$ cat src/design/kshci_defs.vh
// Constants for the key-scan host command interface
`ifndef KSHCI_DEFS_VH
`define KSHCI_DEFS_VH

// ****************************************************************
// Bus address and command codes
// ****************************************************************
`define KSHCI_SLAVE_ADDR      7'h51
`define KSHCI_CMD_QUEUE_READ  8'h20
`define KSHCI_CMD_QUEUE_RPT   8'h21
`define KSHCI_CMD_DEBOUNCE    8'h22
`define KSHCI_CMD_INT_READ    8'hD0
`define KSHCI_CMD_PIN_EDGE    8'hD1
`define KSHCI_CMD_STAT_READ   8'hE0
`define KSHCI_CMD_ACTIVE      8'hE4
`define KSHCI_CMD_ERR_READ    8'hF0

// ****************************************************************
// Field positions
// ****************************************************************
`define KSHCI_INT_ERR_BIT     3
`define KSHCI_INT_PIN1_BIT    2
`define KSHCI_INT_PIN0_BIT    1
`define KSHCI_INT_KEY_BIT     0
`define KSHCI_ERR_QOVR_BIT    6
`define KSHCI_ERR_LOST_BIT    4
`define KSHCI_ERR_KEYS_BIT    2
`define KSHCI_ERR_UNK_BIT     1
`define KSHCI_ERR_EARLY_BIT   0

// ****************************************************************
// Reset and code values
// ****************************************************************
`define KSHCI_STAT_RESET      8'h00
`define KSHCI_STAT_WAKE       8'h02
`define KSHCI_STAT_ACK        8'h06
`define KSHCI_STAT_NOACK      8'h15
`define KSHCI_EMPTY_CODE      8'h00
`define KSHCI_QUEUE_DEPTH     4'hE

// ****************************************************************
// Timing
// ****************************************************************
`define KSHCI_CLK_MHZ         200
`define KSHCI_DEBOUNCE_MS     10
`define KSHCI_ACTIVE_MS       500
`define KSHCI_STEP_MS         4
`define KSHCI_STRETCH_NS      250
`define KSHCI_DEBOUNCE_RESET  ((`KSHCI_DEBOUNCE_MS * 2 + `KSHCI_STEP_MS) / (`KSHCI_STEP_MS * 2))
`define KSHCI_ACTIVE_RESET    ((`KSHCI_ACTIVE_MS * 2 + `KSHCI_STEP_MS) / (`KSHCI_STEP_MS * 2))
`define KSHCI_STRETCH_CYC     ((`KSHCI_STRETCH_NS * `KSHCI_CLK_MHZ + 999) / 1000)

`endif

$ cat src/design/kshci_sync.v
// Two-stage synchroniser for the asynchronous pins
`timescale 1ns/1ps
module kshci_sync (
  input  wire       clk,
  input  wire       resetn,
  input  wire [3:0] async_in,
  output reg  [3:0] sync_out
);
  reg [3:0] stage_one;

  // Bus lines idle high, so the chain resets high to avoid false edges
  always @(posedge clk or negedge resetn) begin
    if (!resetn) begin
      stage_one <= 4'hF;
      sync_out  <= 4'hF;
    end else begin
      stage_one <= async_in;
      sync_out  <= stage_one;
    end
  end
endmodule // kshci_sync

$ cat src/design/kshci_top.v
// Host command interface: two-wire slave, event queue, codes and settings
//
// Notes on behaviour
// [RULE_01] First byte: address 0x51 plus direction bit
// [RULE_02] Host frames transfers with start and stop
// [RULE_03] Write: address, command byte, then data
// [RULE_04] Read: command, repeated start, address with read
// [RULE_05] Host ends a read with NACK
// [RULE_06] Bus wakes from halt; first address NACKed
// [RULE_07] Retried address is acknowledged once awake
// [RULE_08] START byte wakes device, never acknowledged
// [RULE_09] Device may stretch SCL while busy
// [RULE_10] Interrupt read returns, clears code, releases request
// [RULE_11] Interrupt code: error, pin1, pin0, key bits
// [RULE_12] One pin enabled sets both pin bits
// [RULE_13] Error read returns and clears error byte
// [RULE_14] Overflow, keys, unknown, early, lost set errors
// [RULE_15] Status: reset, wake, success, failure codes
// [RULE_16] Host reads error code when error bit set
// [RULE_17] Queue holds 14 events, ends with 00
// [RULE_18] Repeat read streams queue without popping; the code returns the oldest event on every byte
// [RULE_19] New key event pulls request low
// [RULE_20] Enabled pin edge wakes and requests attention
// [RULE_21] Debounce default 10 ms, set by 0x22
// [RULE_22] Active default 500 ms, above debounce
// [RULE_23] Event code MSB: 1 pressed, 0 released
// [RULE_24] Pin edge command has one enable per pin
`timescale 1ns/1ps
`include "kshci_defs.vh"
module kshci_top (
  input  wire       clk,
  input  wire       resetn,
  input  wire       scl_in,
  input  wire       sda_in,
  input  wire       aux_pin_zero,
  input  wire       aux_pin_one,
  input  wire       key_event_valid,
  input  wire       key_pressed,
  input  wire [6:0] key_index,
  input  wire       key_overrun,
  input  wire       irq_withdrawn,
  input  wire       halt_request,
  output reg        sda_out,
  output reg        sda_oe,
  output reg        scl_out,
  output reg        scl_oe,
  output reg        irq_n,
  output reg        awake,
  output reg  [7:0] debounce_code,
  output reg  [7:0] active_code,
  output reg  [1:0] pin_edge_enable
);

  // ****************************************************************
  // States and constants
  // ****************************************************************
  localparam [5:0] S_IDLE  = 6'h01;
  localparam [5:0] S_RX    = 6'h02;
  localparam [5:0] S_RXACK = 6'h04;
  localparam [5:0] S_TX    = 6'h08;
  localparam [5:0] S_TXACK = 6'h10;
  localparam [5:0] S_SKIP  = 6'h20;
  localparam integer DEB_FULL    = `KSHCI_DEBOUNCE_RESET;
  localparam integer ACT_FULL    = `KSHCI_ACTIVE_RESET;
  localparam integer STR_FULL    = `KSHCI_STRETCH_CYC;
  localparam [7:0]   DEB_RESET   = DEB_FULL[7:0];
  localparam [7:0]   ACT_RESET   = ACT_FULL[7:0];
  localparam [6:0]   STRETCH_CYC = STR_FULL[6:0];

  // Command class: 0 unknown, 1 write with data, 2 read
  function [1:0] cmd_kind;
    input [7:0] code;
    begin
      case (code)
        `KSHCI_CMD_DEBOUNCE, `KSHCI_CMD_PIN_EDGE, `KSHCI_CMD_ACTIVE: cmd_kind = 2'd1;
        `KSHCI_CMD_QUEUE_READ, `KSHCI_CMD_QUEUE_RPT, `KSHCI_CMD_INT_READ,
        `KSHCI_CMD_STAT_READ, `KSHCI_CMD_ERR_READ: cmd_kind = 2'd2;
        default: cmd_kind = 2'd0;
      endcase
    end
  endfunction

  // ****************************************************************
  // Pin sampling and bus conditions
  // ****************************************************************
  wire [3:0] pins_s;
  reg        prev_scl;
  reg        prev_sda;
  reg  [1:0] prev_pin;

  kshci_sync u_sync (
    .clk      (clk),
    .resetn   (resetn),
    .async_in ({aux_pin_one, aux_pin_zero, sda_in, scl_in}),
    .sync_out (pins_s)
  );

  wire scl_s    = pins_s[0];
  wire sda_s    = pins_s[1];
  wire scl_rise = scl_s & ~prev_scl;
  wire scl_fall = ~scl_s & prev_scl;
  wire start_c  = scl_s & prev_scl & prev_sda & ~sda_s; // RULE_02
  wire stop_c   = scl_s & prev_scl & ~prev_sda & sda_s; // RULE_02
  wire [1:0] pin_edge = pins_s[3:2] ^ prev_pin;

  // ****************************************************************
  // Slave state
  // ****************************************************************
  reg  [5:0] state;
  reg  [7:0] sh;
  reg  [2:0] cnt;
  reg        full;
  reg  [1:0] idx;
  reg        rd_mode;
  reg        host_ack;
  reg  [7:0] cmd;
  reg  [6:0] stretch;
  reg        wake_nack;
  reg  [3:0] int_code;
  reg  [7:0] err_code;
  reg  [7:0] status;
  reg  [7:0] queue [0:13];
  reg  [3:0] wr_ptr;
  reg  [3:0] rd_ptr;
  reg  [3:0] count;

  wire byte_end  = (state == S_RX) & scl_fall & full;
  wire addr_end  = byte_end & (idx == 2'd0);
  wire addr_hit  = (sh[7:1] == `KSHCI_SLAVE_ADDR); // RULE_01
  wire addr_ok   = addr_hit & ~wake_nack; // RULE_06 RULE_07
  wire cmd_end   = byte_end & (idx == 2'd1);
  wire [1:0] kind = cmd_kind(sh);
  wire data_end  = byte_end & (idx == 2'd2);
  wire rd_load   = ((state == S_RXACK) & scl_fall & rd_mode) |
                   ((state == S_TXACK) & scl_fall & host_ack);

  // ****************************************************************
  // Event sources
  // ****************************************************************
  wire q_pop     = rd_load & (cmd == `KSHCI_CMD_QUEUE_READ) & (count != 4'h0); // RULE_18
  wire q_full    = (count == `KSHCI_QUEUE_DEPTH);
  wire q_push    = key_event_valid & (~q_full | q_pop);
  wire q_ovf     = key_event_valid & q_full & ~q_pop; // RULE_14
  wire [1:0] pin_hit = pin_edge & pin_edge_enable; // RULE_20
  wire both_en   = &pin_edge_enable;
  wire pin0_flag = both_en ? pin_hit[0] : |pin_hit; // RULE_12
  wire pin1_flag = both_en ? pin_hit[1] : |pin_hit; // RULE_12
  wire unk_cmd   = cmd_end & (kind == 2'd0);
  wire early_cmd = addr_end & addr_hit & wake_nack;
  wire deb_ok    = (sh != 8'h00);
  wire act_ok    = (sh > debounce_code); // RULE_22
  wire wr_fail   = data_end & (((cmd == `KSHCI_CMD_DEBOUNCE) & ~deb_ok) |
                               ((cmd == `KSHCI_CMD_ACTIVE) & ~act_ok));
  wire clr_int   = rd_load & (cmd == `KSHCI_CMD_INT_READ);
  wire clr_err   = rd_load & (cmd == `KSHCI_CMD_ERR_READ);

  reg [7:0] err_set;
  reg [3:0] int_set;
  reg [7:0] next_err;
  reg [3:0] next_int;
  reg [7:0] rd_byte;

  // Set always wins over a clear in the same cycle
  always @* begin
    err_set = 8'h00;
    err_set[`KSHCI_ERR_QOVR_BIT]  = q_ovf; // RULE_14
    err_set[`KSHCI_ERR_LOST_BIT]  = irq_withdrawn; // RULE_14
    err_set[`KSHCI_ERR_KEYS_BIT]  = key_overrun; // RULE_14
    err_set[`KSHCI_ERR_UNK_BIT]   = unk_cmd; // RULE_14
    err_set[`KSHCI_ERR_EARLY_BIT] = early_cmd; // RULE_14
    next_err = (clr_err ? 8'h00 : err_code) | err_set; // RULE_13
    int_set = 4'h0;
    int_set[`KSHCI_INT_ERR_BIT]  = |err_set; // RULE_11
    int_set[`KSHCI_INT_PIN1_BIT] = pin1_flag; // RULE_11
    int_set[`KSHCI_INT_PIN0_BIT] = pin0_flag; // RULE_11
    int_set[`KSHCI_INT_KEY_BIT]  = q_push; // RULE_19
    next_int = (clr_int ? 4'h0 : int_code) | int_set; // RULE_10
  end

  // Read data chosen by the command that preceded the repeated start
  always @* begin
    case (cmd)
      `KSHCI_CMD_INT_READ:  rd_byte = {4'h0, int_code}; // RULE_10 RULE_11
      `KSHCI_CMD_ERR_READ:  rd_byte = err_code; // RULE_13
      `KSHCI_CMD_STAT_READ: rd_byte = status; // RULE_15
      `KSHCI_CMD_QUEUE_READ, `KSHCI_CMD_QUEUE_RPT: begin
        // Past the last stored event the empty code marks the end
        rd_byte = (count != 4'h0) ? queue[rd_ptr] : `KSHCI_EMPTY_CODE; // RULE_17
      end
      default: rd_byte = `KSHCI_EMPTY_CODE;
    endcase
  end

  // ****************************************************************
  // Two-wire slave engine
  // ****************************************************************
  always @(posedge clk or negedge resetn) begin
    if (!resetn) begin
      state     <= S_IDLE;
      sh        <= 8'h00;
      cnt       <= 3'h0;
      full      <= 1'b0;
      idx       <= 2'h0;
      rd_mode   <= 1'b0;
      host_ack  <= 1'b0;
      cmd       <= 8'h00;
      sda_oe    <= 1'b0;
      sda_out   <= 1'b0;
      scl_oe    <= 1'b0;
      scl_out   <= 1'b0;
      stretch   <= 7'h00;
      prev_scl  <= 1'b1;
      prev_sda  <= 1'b1;
    end else begin
      prev_scl <= scl_s;
      prev_sda <= sda_s;
      sda_out  <= 1'b0;
      scl_out  <= 1'b0;
      // Stretch ends on its own count; the host just waits on SCL
      if (stretch != 7'h00) begin
        stretch <= stretch - 7'h01;
      end else begin
        scl_oe <= 1'b0;
      end
      if (start_c) begin // RULE_02 RULE_04
        state  <= S_RX;
        cnt    <= 3'h0;
        full   <= 1'b0;
        idx    <= 2'h0;
        sda_oe <= 1'b0;
      end else if (stop_c) begin // RULE_02
        state   <= S_IDLE;
        sda_oe  <= 1'b0;
        rd_mode <= 1'b0;
      end else begin
        case (state)
          S_RX: begin
            if (scl_rise) begin
              sh   <= {sh[6:0], sda_s};
              cnt  <= cnt + 3'h1;
              full <= (cnt == 3'h7);
            end else if (byte_end) begin
              full <= 1'b0;
              if (idx == 2'd0) begin
                // START byte or foreign address is never acknowledged
                if (addr_ok) begin // RULE_01 RULE_07 RULE_08
                  state   <= S_RXACK;
                  sda_oe  <= 1'b1;
                  rd_mode <= sh[0]; // RULE_04
                  idx     <= 2'd1;
                end else begin
                  state <= S_SKIP; // RULE_06
                end
              end else if (idx == 2'd1) begin
                cmd <= sh; // RULE_03
                if (kind == 2'd0) begin
                  state <= S_SKIP;
                end else begin
                  state  <= S_RXACK;
                  sda_oe <= 1'b1;
                  idx    <= 2'd2;
                end
              end else begin
                // Extra data bytes are acknowledged and dropped
                state  <= S_RXACK;
                sda_oe <= 1'b1;
                idx    <= 2'd3; // RULE_03
              end
            end
          end
          S_RXACK: begin
            if (scl_fall) begin
              cnt <= 3'h0;
              if (rd_mode) begin
                // Hold SCL low while the first read byte settles
                state   <= S_TX;
                sh      <= rd_byte;
                sda_oe  <= ~rd_byte[7];
                scl_oe  <= 1'b1; // RULE_09
                // Release happens one edge after zero, so load one less
                stretch <= STRETCH_CYC - 7'h01; // RULE_09
              end else begin
                state  <= S_RX;
                sda_oe <= 1'b0;
              end
            end
          end
          S_TX: begin
            if (scl_fall) begin
              if (cnt == 3'h7) begin
                state  <= S_TXACK;
                sda_oe <= 1'b0;
              end else begin
                sh     <= {sh[6:0], 1'b0};
                sda_oe <= ~sh[6];
                cnt    <= cnt + 3'h1;
              end
            end
          end
          S_TXACK: begin
            if (scl_rise) begin
              host_ack <= ~sda_s;
            end else if (scl_fall) begin
              cnt <= 3'h0;
              if (host_ack) begin
                state  <= S_TX;
                sh     <= rd_byte;
                sda_oe <= ~rd_byte[7];
              end else begin
                state <= S_SKIP; // RULE_05
              end
            end
          end
          S_IDLE, S_SKIP: begin
            sda_oe <= 1'b0;
          end
          default: begin
            state  <= S_IDLE;
            sda_oe <= 1'b0;
          end
        endcase
      end
    end
  end

  // ****************************************************************
  // Power state and wake-up
  // ****************************************************************
  always @(posedge clk or negedge resetn) begin
    if (!resetn) begin
      awake     <= 1'b1;
      wake_nack <= 1'b0;
      prev_pin  <= 2'h0;
    end else begin
      prev_pin <= pins_s[3:2];
      if (!awake && (~sda_s & prev_sda)) begin
        awake     <= 1'b1; // RULE_06 RULE_08
        wake_nack <= 1'b1; // RULE_06
      end else if (!awake && (pin_hit != 2'h0)) begin
        awake <= 1'b1; // RULE_20
      end else if (halt_request) begin
        awake <= 1'b0;
      end
      // Any completed address byte uses up the post-wake refusal
      if (addr_end) begin
        wake_nack <= 1'b0; // RULE_07 RULE_08
      end
    end
  end

  // ****************************************************************
  // Codes, status and settings
  // ****************************************************************
  always @(posedge clk or negedge resetn) begin
    if (!resetn) begin
      int_code        <= 4'h0;
      err_code        <= 8'h00;
      irq_n           <= 1'b1;
      status          <= `KSHCI_STAT_RESET; // RULE_15
      debounce_code   <= DEB_RESET; // RULE_21
      active_code     <= ACT_RESET; // RULE_22
      pin_edge_enable <= 2'h0;
    end else begin
      int_code <= next_int;
      err_code <= next_err;
      irq_n    <= ~(|next_int); // RULE_10 RULE_19 RULE_20
      if (unk_cmd || wr_fail) begin
        status <= `KSHCI_STAT_NOACK; // RULE_15
      end else if (data_end || (cmd_end && sh != `KSHCI_CMD_STAT_READ)) begin
        status <= `KSHCI_STAT_ACK; // RULE_15
      end else if (!awake && (pin_hit != 2'h0)) begin
        status <= `KSHCI_STAT_WAKE; // RULE_15
      end
      if (data_end) begin
        case (cmd)
          `KSHCI_CMD_DEBOUNCE: begin
            if (deb_ok) begin
              debounce_code <= sh; // RULE_21
            end
          end
          `KSHCI_CMD_ACTIVE: begin
            if (act_ok) begin
              active_code <= sh; // RULE_22
            end
          end
          `KSHCI_CMD_PIN_EDGE: pin_edge_enable <= sh[1:0]; // RULE_24
          default: pin_edge_enable <= pin_edge_enable;
        endcase
      end
    end
  end

  // ****************************************************************
  // Event queue
  // ****************************************************************
  // Storage has no reset; only the pointers and count need one
  always @(posedge clk) begin
    if (q_push) begin
      queue[wr_ptr] <= {key_pressed, key_index}; // RULE_23
    end
  end

  always @(posedge clk or negedge resetn) begin
    if (!resetn) begin
      wr_ptr <= 4'h0;
      rd_ptr <= 4'h0;
      count  <= 4'h0;
    end else begin
      if (q_push) begin
        wr_ptr <= (wr_ptr == 4'hD) ? 4'h0 : wr_ptr + 4'h1; // RULE_17
      end
      if (q_pop) begin
        rd_ptr <= (rd_ptr == 4'hD) ? 4'h0 : rd_ptr + 4'h1; // RULE_17
      end
      if (q_push && !q_pop) begin
        count <= count + 4'h1;
      end else if (q_pop && !q_push) begin
        count <= count - 4'h1;
      end
    end
  end

endmodule // kshci_top

$ cat config.mk
export PLATFORM = sky130hd
export DESIGN_NAME = kshci_top
export DESIGN_NICKNAME = d
export VERILOG_FILES = /design/src/design/kshci_sync.v /design/src/design/kshci_top.v
export VERILOG_INCLUDE_DIRS = /design/src /design/src/design
export SDC_FILE = /design/constraint.sdc
export NUM_CORES = 1
export LEC_CHECK = 0
export BUFFER_PORTS_ARGS = -buffer_cell sky130_fd_sc_hd__buf_2
export CORE_ASPECT_RATIO = 1.1
export CORE_MARGIN = 2
export CORE_UTILIZATION = 61
export CTS_CLUSTER_SIZE = 20
export DETAILED_ROUTE_END_ITERATION = 10
export MAX_ROUTING_LAYER = met4
export PLACE_DENSITY_LB_ADDON = 0.05
export SYNTH_ARGS = -nofsm -noshare
export SYNTH_HDL_FRONTEND = slang
export SYNTH_SLANG_ARGS = --single-unit
$ cat constraint.sdc
create_clock -name clk -period 4.4 [get_ports clk]
set_input_delay 0.88 -clock clk [delete_from_list [all_inputs] [get_ports clk]]
set_output_delay 0.88 -clock clk [all_outputs]
set_load 0.01 [all_outputs]
# == Yosys cells after proc, flatten, opt, wreduce, memory -nomap -nowiden ==
# Memories as Yosys holds them, arrays and structs flattened.
# Cells that the tools add are included.
# word_totals
inputBits,18
regBits,104
n_memories,1
ramBits,112
out_inout_bits,24
# op_classes
eq_ne,58
bitwise,54
add_sub_neg,6
muxes,102
reduce_logical,49
order_cmp,1
# memory_table
name,words,word_bits,read_ports,rd_ports_with_merged_regs,write_ports,line_no,source
queue,14,8,1,0,1,kshci_top.v:122,reg [7:0] queue [0:13];
# ops
cell,n
8-bit 2-to-1 mux,13
6-bit 2-to-1 mux,14
8-bit == test (second input constant),10
8-bit case mux with 4 select lines,2
8-bit by 6-bit == test with 1-bit output (second input constant),6
7-bit 2-to-1 mux,6
1-bit 2-to-1 mux,41
4-bit inequality test (second input constant),9
1-bit AND,31
6-bit case mux with 5 select lines,1
4-bit 2-to-1 mux,6
3-bit 2-to-1 mux,7
2-bit 2-to-1 mux,9
2-bit inequality test (second input constant),9
3-bit inequality test (second input constant),6
6-bit AND reduction,3
2-bit nonzero test,9
1-bit inverter,16
4-bit by 1-bit adder with 4-bit output (second input constant),3
4-bit == test (second input constant),3
3-bit case mux with 4 select lines,1
11-bit AND reduction,1
5-bit OR reduction,2
3-bit AND reduction,3
42 further kinds,59

# == Depth between registers and ports, before layout ==
# Gate-level depths: netlist of run 1.
# depth
ltp_word,13
depth_mapped,14
depth_no_buf,13

# == Cells and area by module ==
# Synthesis of run 1 repeated with hierarchy kept, for this count alone.
# unflattened
cells_unflattened,720
area_unflattened_um2,9531.6
# modules_own_cells
module,cells_per_inst,n_inst,area_each_um2,seq_area_each_um2
kshci_top,712,1,9321.4,5581.6
kshci_sync,8,1,210.2,210.2

# == Worst setup path after synthesis of run 1 ==
# OpenSTA, ideal clock, no wires.
# synth_timing
kind,register to register
start,register cmd[4]
end,register count[3]
arrival_time_ns,3.335
setup_time_ns,0.125
period_less_slack_ns,3.461
slack_ns,0.939
path_stages_with_launch,15
cell_sequence,dfrtp_1 or4b_4 or3_1 buf_2 a2111oi_4 o21ai_0 inv_1 ha_1 inv_1 ha_1 a21o_1 a21oi_1 xnor2_1 nor2_1 xor2_1
# synth_between
elab_chain_len,8
elab_cells_between_ends,11
# synth_rtl
element,line_no,source
"start, declared",kshci_top.v:116,reg [7:0] cmd;
"start signal, assigned",kshci_top.v:255,cmd <= sh;
8-bit by 6-bit == test with 1-bit output *,-,
1-bit AND * (2 in series),kshci_top.v:140,wire q_pop = rd_load & (cmd == `KSHCI_CMD_QUEUE_READ) & (count != 4'h0);
1-bit bitwise OR *,kshci_top.v:142,wire q_push = key_event_valid & (~q_full | q_pop);
1-bit AND *,kshci_top.v:142,
via q_push,kshci_top.v:142,
1-bit zero test,kshci_top.v:417,end else if (q_pop && !q_push) begin
1-bit logical AND,kshci_top.v:417,
2-bit nonzero test (no line),-,
"end signal, assigned",kshci_top.v:416,count <= count + 4'h1;
"end signal, assigned",kshci_top.v:418,count <= count - 4'h1;
"end, declared",kshci_top.v:125,reg [3:0] count;
# Mark *: on every way through the listed nets, which the timed path passes. The rest lies on a longest branch.
# A chain may end at the register's enable or synchronous reset.

# == Worst setup path after layout of run 1 ==
# Same ends and word-level chain as after synthesis.

==> results of run 1 <==
## layer usage
| layer | track usage | part of all wire |
|---|---|---|
| met5 | - | 0 |
| met4 | 0.0626 | 0.015 |
| met3 | 0.0308 | 0.040 |
| met2 | 0.460 | 0.52 |
| met1 | 0.358 | 0.42 |
## cell usage in the layout (no fill, tap or decap), types with 22 or more instances in the layout
cell       synthesis  routed
clkbuf_16          0      23
buf_2              3      38
dfrtp_1           75      75
nand2_1           66      66
mux2_2            36      36
nor3_1            28      28
inv_1             22      22
edfxtp_1         112     112
o21ai_0           45      45
nor2_1            50      50
## cells by family (layout without fill, tap and decap cells)
family          after synthesis  after routing
compound gates              131            131
flops                       208            208
other cells                   1              2
mux                          71             71
simple gates                231            231
xor+xnor                     15             15
fa+ha+maj                    16             16
buf+inv                      61            117
## power by group through the flow
stage | combinational, mW | sequential [mW] | clock, mW
3_3_place_gp | 0.414 | 2.38 | 0
4_1_cts | 0.438 | 2.36 | 1.83
3_5_place_dp | 0.433 | 2.39 | 0
6_report | 0.437 | 2.36 | 1.79
5_1_grt | 0.487 | 2.38 | 1.91
2_1_floorplan | 0.318 | 2.34 | 0
## synth_stat cells, drive strengths merged (6+ instances only)
cell type,n
edfxtp,112
dfrtp,75
nand2,66
nor2,50
o21ai,45
mux2,36
clkbuf,29
nor3,29
inv,22
dfstp,21
mux4,21
a21oi,17
ha,15
mux2i,14
a21o,12
nand2b,11
nand3,11
o211ai,10
xnor2,10
buf,9
or3,9
nor2b,8
a22o,7
a31oi,7
and2,7
and3,6
nand4,6
nor4,6
## per-stage QoR
step / cell area (um2) / setup WS, ns
after detailed placement: 9850 / 0.541
after floorplan: 9450 / 0.939
after global routing: 10600 / 0.266
final: 10600 / 0.476
after CTS: 10600 / 0.519
after global placement: 9850 / 0.674
## worst min path at each step
stage | startpoint | to | slack, ns | depth (start not counted)
4_1_cts | u_sync.stage_one[2]$_DFF_PN1_ | u_sync.sync_out[2]$_DFF_PN1_ | 0.36 | 0
3_5_place_dp | u_sync.stage_one[3]$_DFF_PN1_ | u_sync.sync_out[3]$_DFF_PN1_ | 0.35 | 0
2_1_floorplan | u_sync.stage_one[0]$_DFF_PN1_ | u_sync.sync_out[0]$_DFF_PN1_ | 0.35 | 0
3_3_place_gp | u_sync.stage_one[3]$_DFF_PN1_ | u_sync.sync_out[3]$_DFF_PN1_ | 0.35 | 0
5_1_grt | u_sync.stage_one[1]$_DFF_PN1_ | u_sync.sync_out[1]$_DFF_PN1_ | 0.37 | 0
6_report | u_sync.stage_one[1]$_DFF_PN1_ | u_sync.sync_out[1]$_DFF_PN1_ | 0.35 | 0
## worst max-delay path: stages (launching register included)
cell and delay [ns]:
dfrtp_1 0.50, or4b_4 0.59, or3_1 0.50, a2111oi_4 0.30
buf_4 0.21, o21ai_0 0.20, inv_1 0.20, ha_1 0.20
inv_1 0.10, ha_1 0.30, a21o_1 0.18, a21oi_1 0.17
xnor2_1 0.15, nor2_1 0.07, xor2_1 0.14
## area by class of cell
class / count / area share
Clock inverter: 12 / 0.0101
Inverter: 23 / 0.00818
Sequential cell: 208 / 0.549
Timing Repair Buffer: 54 / 0.0294
Multi-Input combinational cell: 466 / 0.324
Clock buffer: 28 / 0.0563
Tap cell: 196 / 0.0232
## sequential cells by signal (all words and copies together), names as in the netlist, 2 cells and up
register and cells:
wr_ptr 4, debounce_code 8, rd_ptr 4, stretch 7
cnt 3, count 4, err_code 5, queue 112
int_code 4, status 3, prev_pin 2, sh 8
cmd 8, u_sync.sync_out 4, pin_edge_enable 2, idx 2
state 6, u_sync.stage_one 4, active_code 8
==> metrics.txt, run 1 <==
Final Util=0.698; critical path class=reg -> reg; Min Hold Slack=0.355 ns; R2R depth=14; crit share post-route=0.892; EDFF count, synth=112; footprint of the multi-input gates=3420 um2; vias in the first global route=6265; pwr/cell area=435 nW/um2; Worst Setup EP=count[3]$_DFFE_PN0P_; Max VDD drop=0.394 mV; Switch Pwr=1.11 mW; maxcap violations=0; fin cells=987; Clock power frac=0.391; ys async rst share=0.462; Ant. Diodes=0; register bit total from synthesis=208; CP Launch Point=cmd[4]$_DFFE_PN0P_; Critical Path RT=4.79 ns; Critical R2R Capture=count[3]$_DFFE_PN0P_; Hold WC Path Type=reg -> reg; Seq/Total Area, Yosys=0.613; dominant cells by area after synthesis=edfxtp_1 36%, dfrtp_1 20%, dfstp_2 5.8%, mux4_2 5.0%, mux2_2 4.3%; # fillers=1044; Avg Cell Area, Syn=12.9 um2; Switching Share=0.241; Synth Warn #=0; clock network latency to the later pin of the worst-skew pair=0.50 ns; synth unique cells=67; starting density of the core=0.625; Final Max Tran Viols=0; clk buf depth=3; Setup Skew=0.0188 ns; Worst Setup End Kind=flip-flop; setup slack, reg-to-reg=0.48 ns; Gate Count Post-Synth=734; placed cells=947; ANT nets after route=0; fraction of layout cells with a size suffix above 1=0.216; initial antenna violation count=0; logic gate share of total power=0.095; Power Total=4.59 mW; FF-to-FF Start=cmd[4]$_DFFE_PN0P_; Compound-Gate Fraction of Synth Area=0.0931; Worst slew margin=0.374; clock buffer count from CTS=22; Tmin final=3.92 ns; Post-Synth Adder-Cell Area=0.0220; IO Pins=42; most area-hungry cell type in the Yosys netlist=edfxtp_1; Final Net Count=809; Register Area=5790 um2; Seq pwr share=0.514; CTS tree=done; mux cell area share after synthesis=0.108; CTS H-tree depth=1; Core Box Area=15100 um2; Setup violations, final=0; die area=16500 um2; CTS Hold Buffers Added=0; final hold vios=0; # Post-CTS Setup Buffers=0; DIE HEIGHT=135 um; Total Wirelength=20.7 mm; Arr. time, crit path=4.31 ns; static leakage=4.05 nW; DPL Wire Length=14.3 mm; GRT overflow=0; CTS-repair resized insts=0; critical path fanouts, max=12; Rows=47; Synth Flop Type=edfxtp_1; area delta synth->final=11.7%; global-route wire length before repair=33.6 mm; clk slew on worst S/H paths=0.06 ns; DR DRC count=0; Post-Synth XOR/XNOR Area=0.0139; RSZ-0062 raised after global routing=false; Synth Area in Simple Gates=0.124; GRT Overall Usage=0.272; TritonRoute pass-1 iters=5; routed vias/inst=6.15; area share of the largest cell type after synthesis=0.356; PortBufs=39; Mapped Area=9450 um2; Root Buffer=clkbuf_16; largest net degree at the start of global routing=76; final setup TNS=0 ns; max frequency=255 MHz; main combinational cell family by area after synthesis=simple AND/OR/NAND/NOR gates; die width=123 um; vias=6072; Pint=3.49 mW; status=completed; drt wl/cell=21.0 um; Worst Tran Pin Value=0.939 ns; Final Wtd Congestion=0.917; CTS Sinks=208; DRT iter0 DRCs=528; element type at the critical path start=flip-flop
(Power assumes the default switching activity.)
==> run 2, diff against run 1 <==
- CORE_UTILIZATION: 61 -> 65
- clock period: 4.4 -> 5 ns (I/O delays scaled with it)
==> run 2 against run 1 <==
Net effect: sequential power shrank 12%; wire length grew 0.33%; final cell count shrank 1.2%; clock skew shrank 0.0078 ns; critical path type unchanged; largest power group unchanged.
==> metrics.txt, run 2 (synthesis results as in run 1) <==
final setup TNS=0 ns (unchanged); CTS-repair resized insts=0 (unchanged); TritonRoute pass-1 iters=6 (was 5); Hold WC Path Type=reg -> reg (unchanged); DPL Wire Length=14.5 mm (was 14.3 mm); Worst Setup End Kind=flip-flop (unchanged); clk slew on worst S/H paths=0.06 ns (about the same); maxcap violations=0 (unchanged); CTS Sinks=208 (unchanged); ANT nets after route=0 (unchanged); die area=15500 um2 (was 16500 um2); # Post-CTS Setup Buffers=0 (unchanged); DRT iter0 DRCs=487 (was 528); CTS Hold Buffers Added=0 (unchanged); Critical R2R Capture=count[3]$_DFFE_PN0P_ (unchanged); CTS tree=done (unchanged); vias in the first global route=5964 (was 6265); Setup Skew=0.0110 ns (was 0.0188 ns); Worst slew margin=0.302 (was 0.374); post-route cell area=10600 um2 (unchanged); static leakage=4.04 nW (was 4.05 nW); Rows=46 (was 47); largest net degree at the start of global routing=56 (was 76); Crit path largest cell delay=0.60 ns (was 0.59 ns); Slowest-stage cell, CP=or4b_4 (unchanged); Setup violations, final=0 (unchanged); Ant. Diodes=0 (unchanged); fin cells=975 (was 987); Max VDD drop=0.344 mV (was 0.394 mV); fraction of layout cells with a size suffix above 1=0.212 (was 0.216); starting density of the core=0.659 (was 0.625); Register Area=5790 um2 (unchanged); FF-to-FF Start=cmd[4]$_DFFE_PN0P_ (unchanged); CTS H-tree depth=1 (unchanged); clock buffer count from CTS=21 (was 22); routed vias/inst=6.27 (was 6.15); RSZ-0062 raised after global routing=false (unchanged); critical path class=reg -> reg (unchanged); CP top delay family=compound AO/OA/AOI/OAI gates (was simple AND/OR/NAND/NOR gates); footprint of the multi-input gates=3420 um2 (unchanged); clk buf depth=3 (unchanged); # fillers=929 (was 1044); Hold EP=u_sync.sync_out[0]$_DFF_PN1_ (was u_sync.sync_out[1]$_DFF_PN1_); final hold vios=0 (unchanged); R2R depth=13 (was 14); drt wl/cell=21.3 um (was 21.0 um); dpl cell area=9810 um2 (was 9850 um2); PortBufs=39 (unchanged); Final Wtd Congestion=0.923 (was 0.917); initial antenna violation count=0 (unchanged); Crit path buffers/inverters=2 (was 3); clock network latency to the later pin of the worst-skew pair=0.50 ns (about the same); crit share post-route=0.805 (was 0.892); Arr. time, crit path=4.41 ns (was 4.31 ns); Tmin final=4.03 ns (was 3.92 ns); die width=119 um (was 123 um); Final Net Count=803 (was 809); placed cells=938 (was 947); global-route wire length before repair=32.7 mm (was 33.6 mm); min-delay src=u_sync.stage_one[0]$_DFF_PN1_ (was u_sync.stage_one[1]$_DFF_PN1_); area delta synth->final=11.7% (unchanged); critical path fanouts, max=12 (unchanged); Core Box Area=14300 um2 (was 15100 um2); status=completed (unchanged); vias=6112 (was 6072); Critical Path RT=5.38 ns (was 4.79 ns); Biggest register=queue (unchanged); GRT Overall Usage=0.282 (was 0.272); setup slack, reg-to-reg=0.97 ns (was 0.48 ns); most frequent cells in the layout=112 x edfxtp_1, 75 x dfrtp_1, 66 x nand2_1, 50 x nor2_1, 45 x o21ai_0 (unchanged); IO Pins=42 (unchanged); max frequency=248 MHz (was 255 MHz); DR DRC count=0 (unchanged); Worst Tran Pin Value=1.04 ns (was 0.939 ns); Root Buffer=clkbuf_16 (unchanged); Total Wirelength=20.8 mm (was 20.7 mm); pwr/cell area=392 nW/um2 (was 435 nW/um2); element type at the critical path start=flip-flop (unchanged); critical path cell sequence=or4b_4, or3_1, a2111oi_4, o21ai_0, inv_1, ha_1, inv_1, ha_1, a21o_1, a21oi_1, xnor2_1, nor2_1, xor2_1 (was or4b_4, or3_1, a2111oi_4, buf_4, o21ai_0, inv_1, ha_1, inv_1, ha_1, a21o_1, a21oi_1, xnor2_1, nor2_1, xor2_1); Final Max Tran Viols=0 (unchanged); max reg flops=112 (unchanged); GRT overflow=0 (unchanged); Hold Path Stages=0 (unchanged); DIE HEIGHT=130 um (was 135 um); most common cell after layout, fill and taps aside=edfxtp_1 (unchanged)
run 2: area by class of cell:
type / count / area share
Tap cell: 192 / 0.0228
Clock buffer: 26 / 0.0535
Timing Repair Buffer: 49 / 0.0258
Sequential cell: 208 / 0.549
Clock inverter: 11 / 0.0170
Multi-Input combinational cell: 466 / 0.324
Inverter: 23 / 0.00818
run 2: worst max path at each step:
| stage | cells after the start | endpoint | startpoint |
|---|---|---|---|
| 6_report | 13 | count[3]$_DFFE_PN0P_ | cmd[4]$_DFFE_PN0P_ |
| 5_1_grt | 13 | count[3]$_DFFE_PN0P_ | cmd[4]$_DFFE_PN0P_ |
| 2_1_floorplan | 14 | count[3]$_DFFE_PN0P_ | cmd[4]$_DFFE_PN0P_ |
| 4_1_cts | 13 | count[3]$_DFFE_PN0P_ | cmd[4]$_DFFE_PN0P_ |
| 3_3_place_gp | 13 | count[3]$_DFFE_PN0P_ | cmd[4]$_DFFE_PN0P_ |
| 3_5_place_dp | 13 | count[3]$_DFFE_PN0P_ | cmd[4]$_DFFE_PN0P_ |
run 2: metrics by stage:
stage	utilization	hold slack (ns)	total power, mW	worst slack, ns
finish	0.736	0.359	4.14	0.973
global route	0.736	0.366	4.29	0.686
CTS	0.736	0.362	4.16	1.01
detailed placement	0.684	0.349	2.49	1.02
global placement	0.684	0.345	2.46	1.13
floorplan	-	0.345	2.34	1.54
run 2: worst register-to-register path, stage by stage (launching register included):
cell,delay (ns)
dfrtp_1,0.50
or4b_4,0.60
or3_1,0.49
a2111oi_4,0.55
o21ai_0,0.33
inv_1,0.20
ha_1,0.20
inv_1,0.09
ha_1,0.28
a21o_1,0.18
a21oi_1,0.16
xnor2_1,0.13
nor2_1,0.07
xor2_1,0.14
run 2: metal layers:
layer  global-route usage  up-vias  part of all wire
li1                     -     2808                 -
met1                0.362     3045              0.40
met2                0.471      214              0.51
met3               0.0399       45             0.055
met4               0.0980        0             0.028
met5                    -        -                 0
run 2: report_power, final:
part / switching (mW) / leakage [nW] / internal, mW
registers: 0.108 / 2.22 / 1.97
logic: 0.226 / 1.46 / 0.154
clock network: 0.623 / 0.362 / 1.06
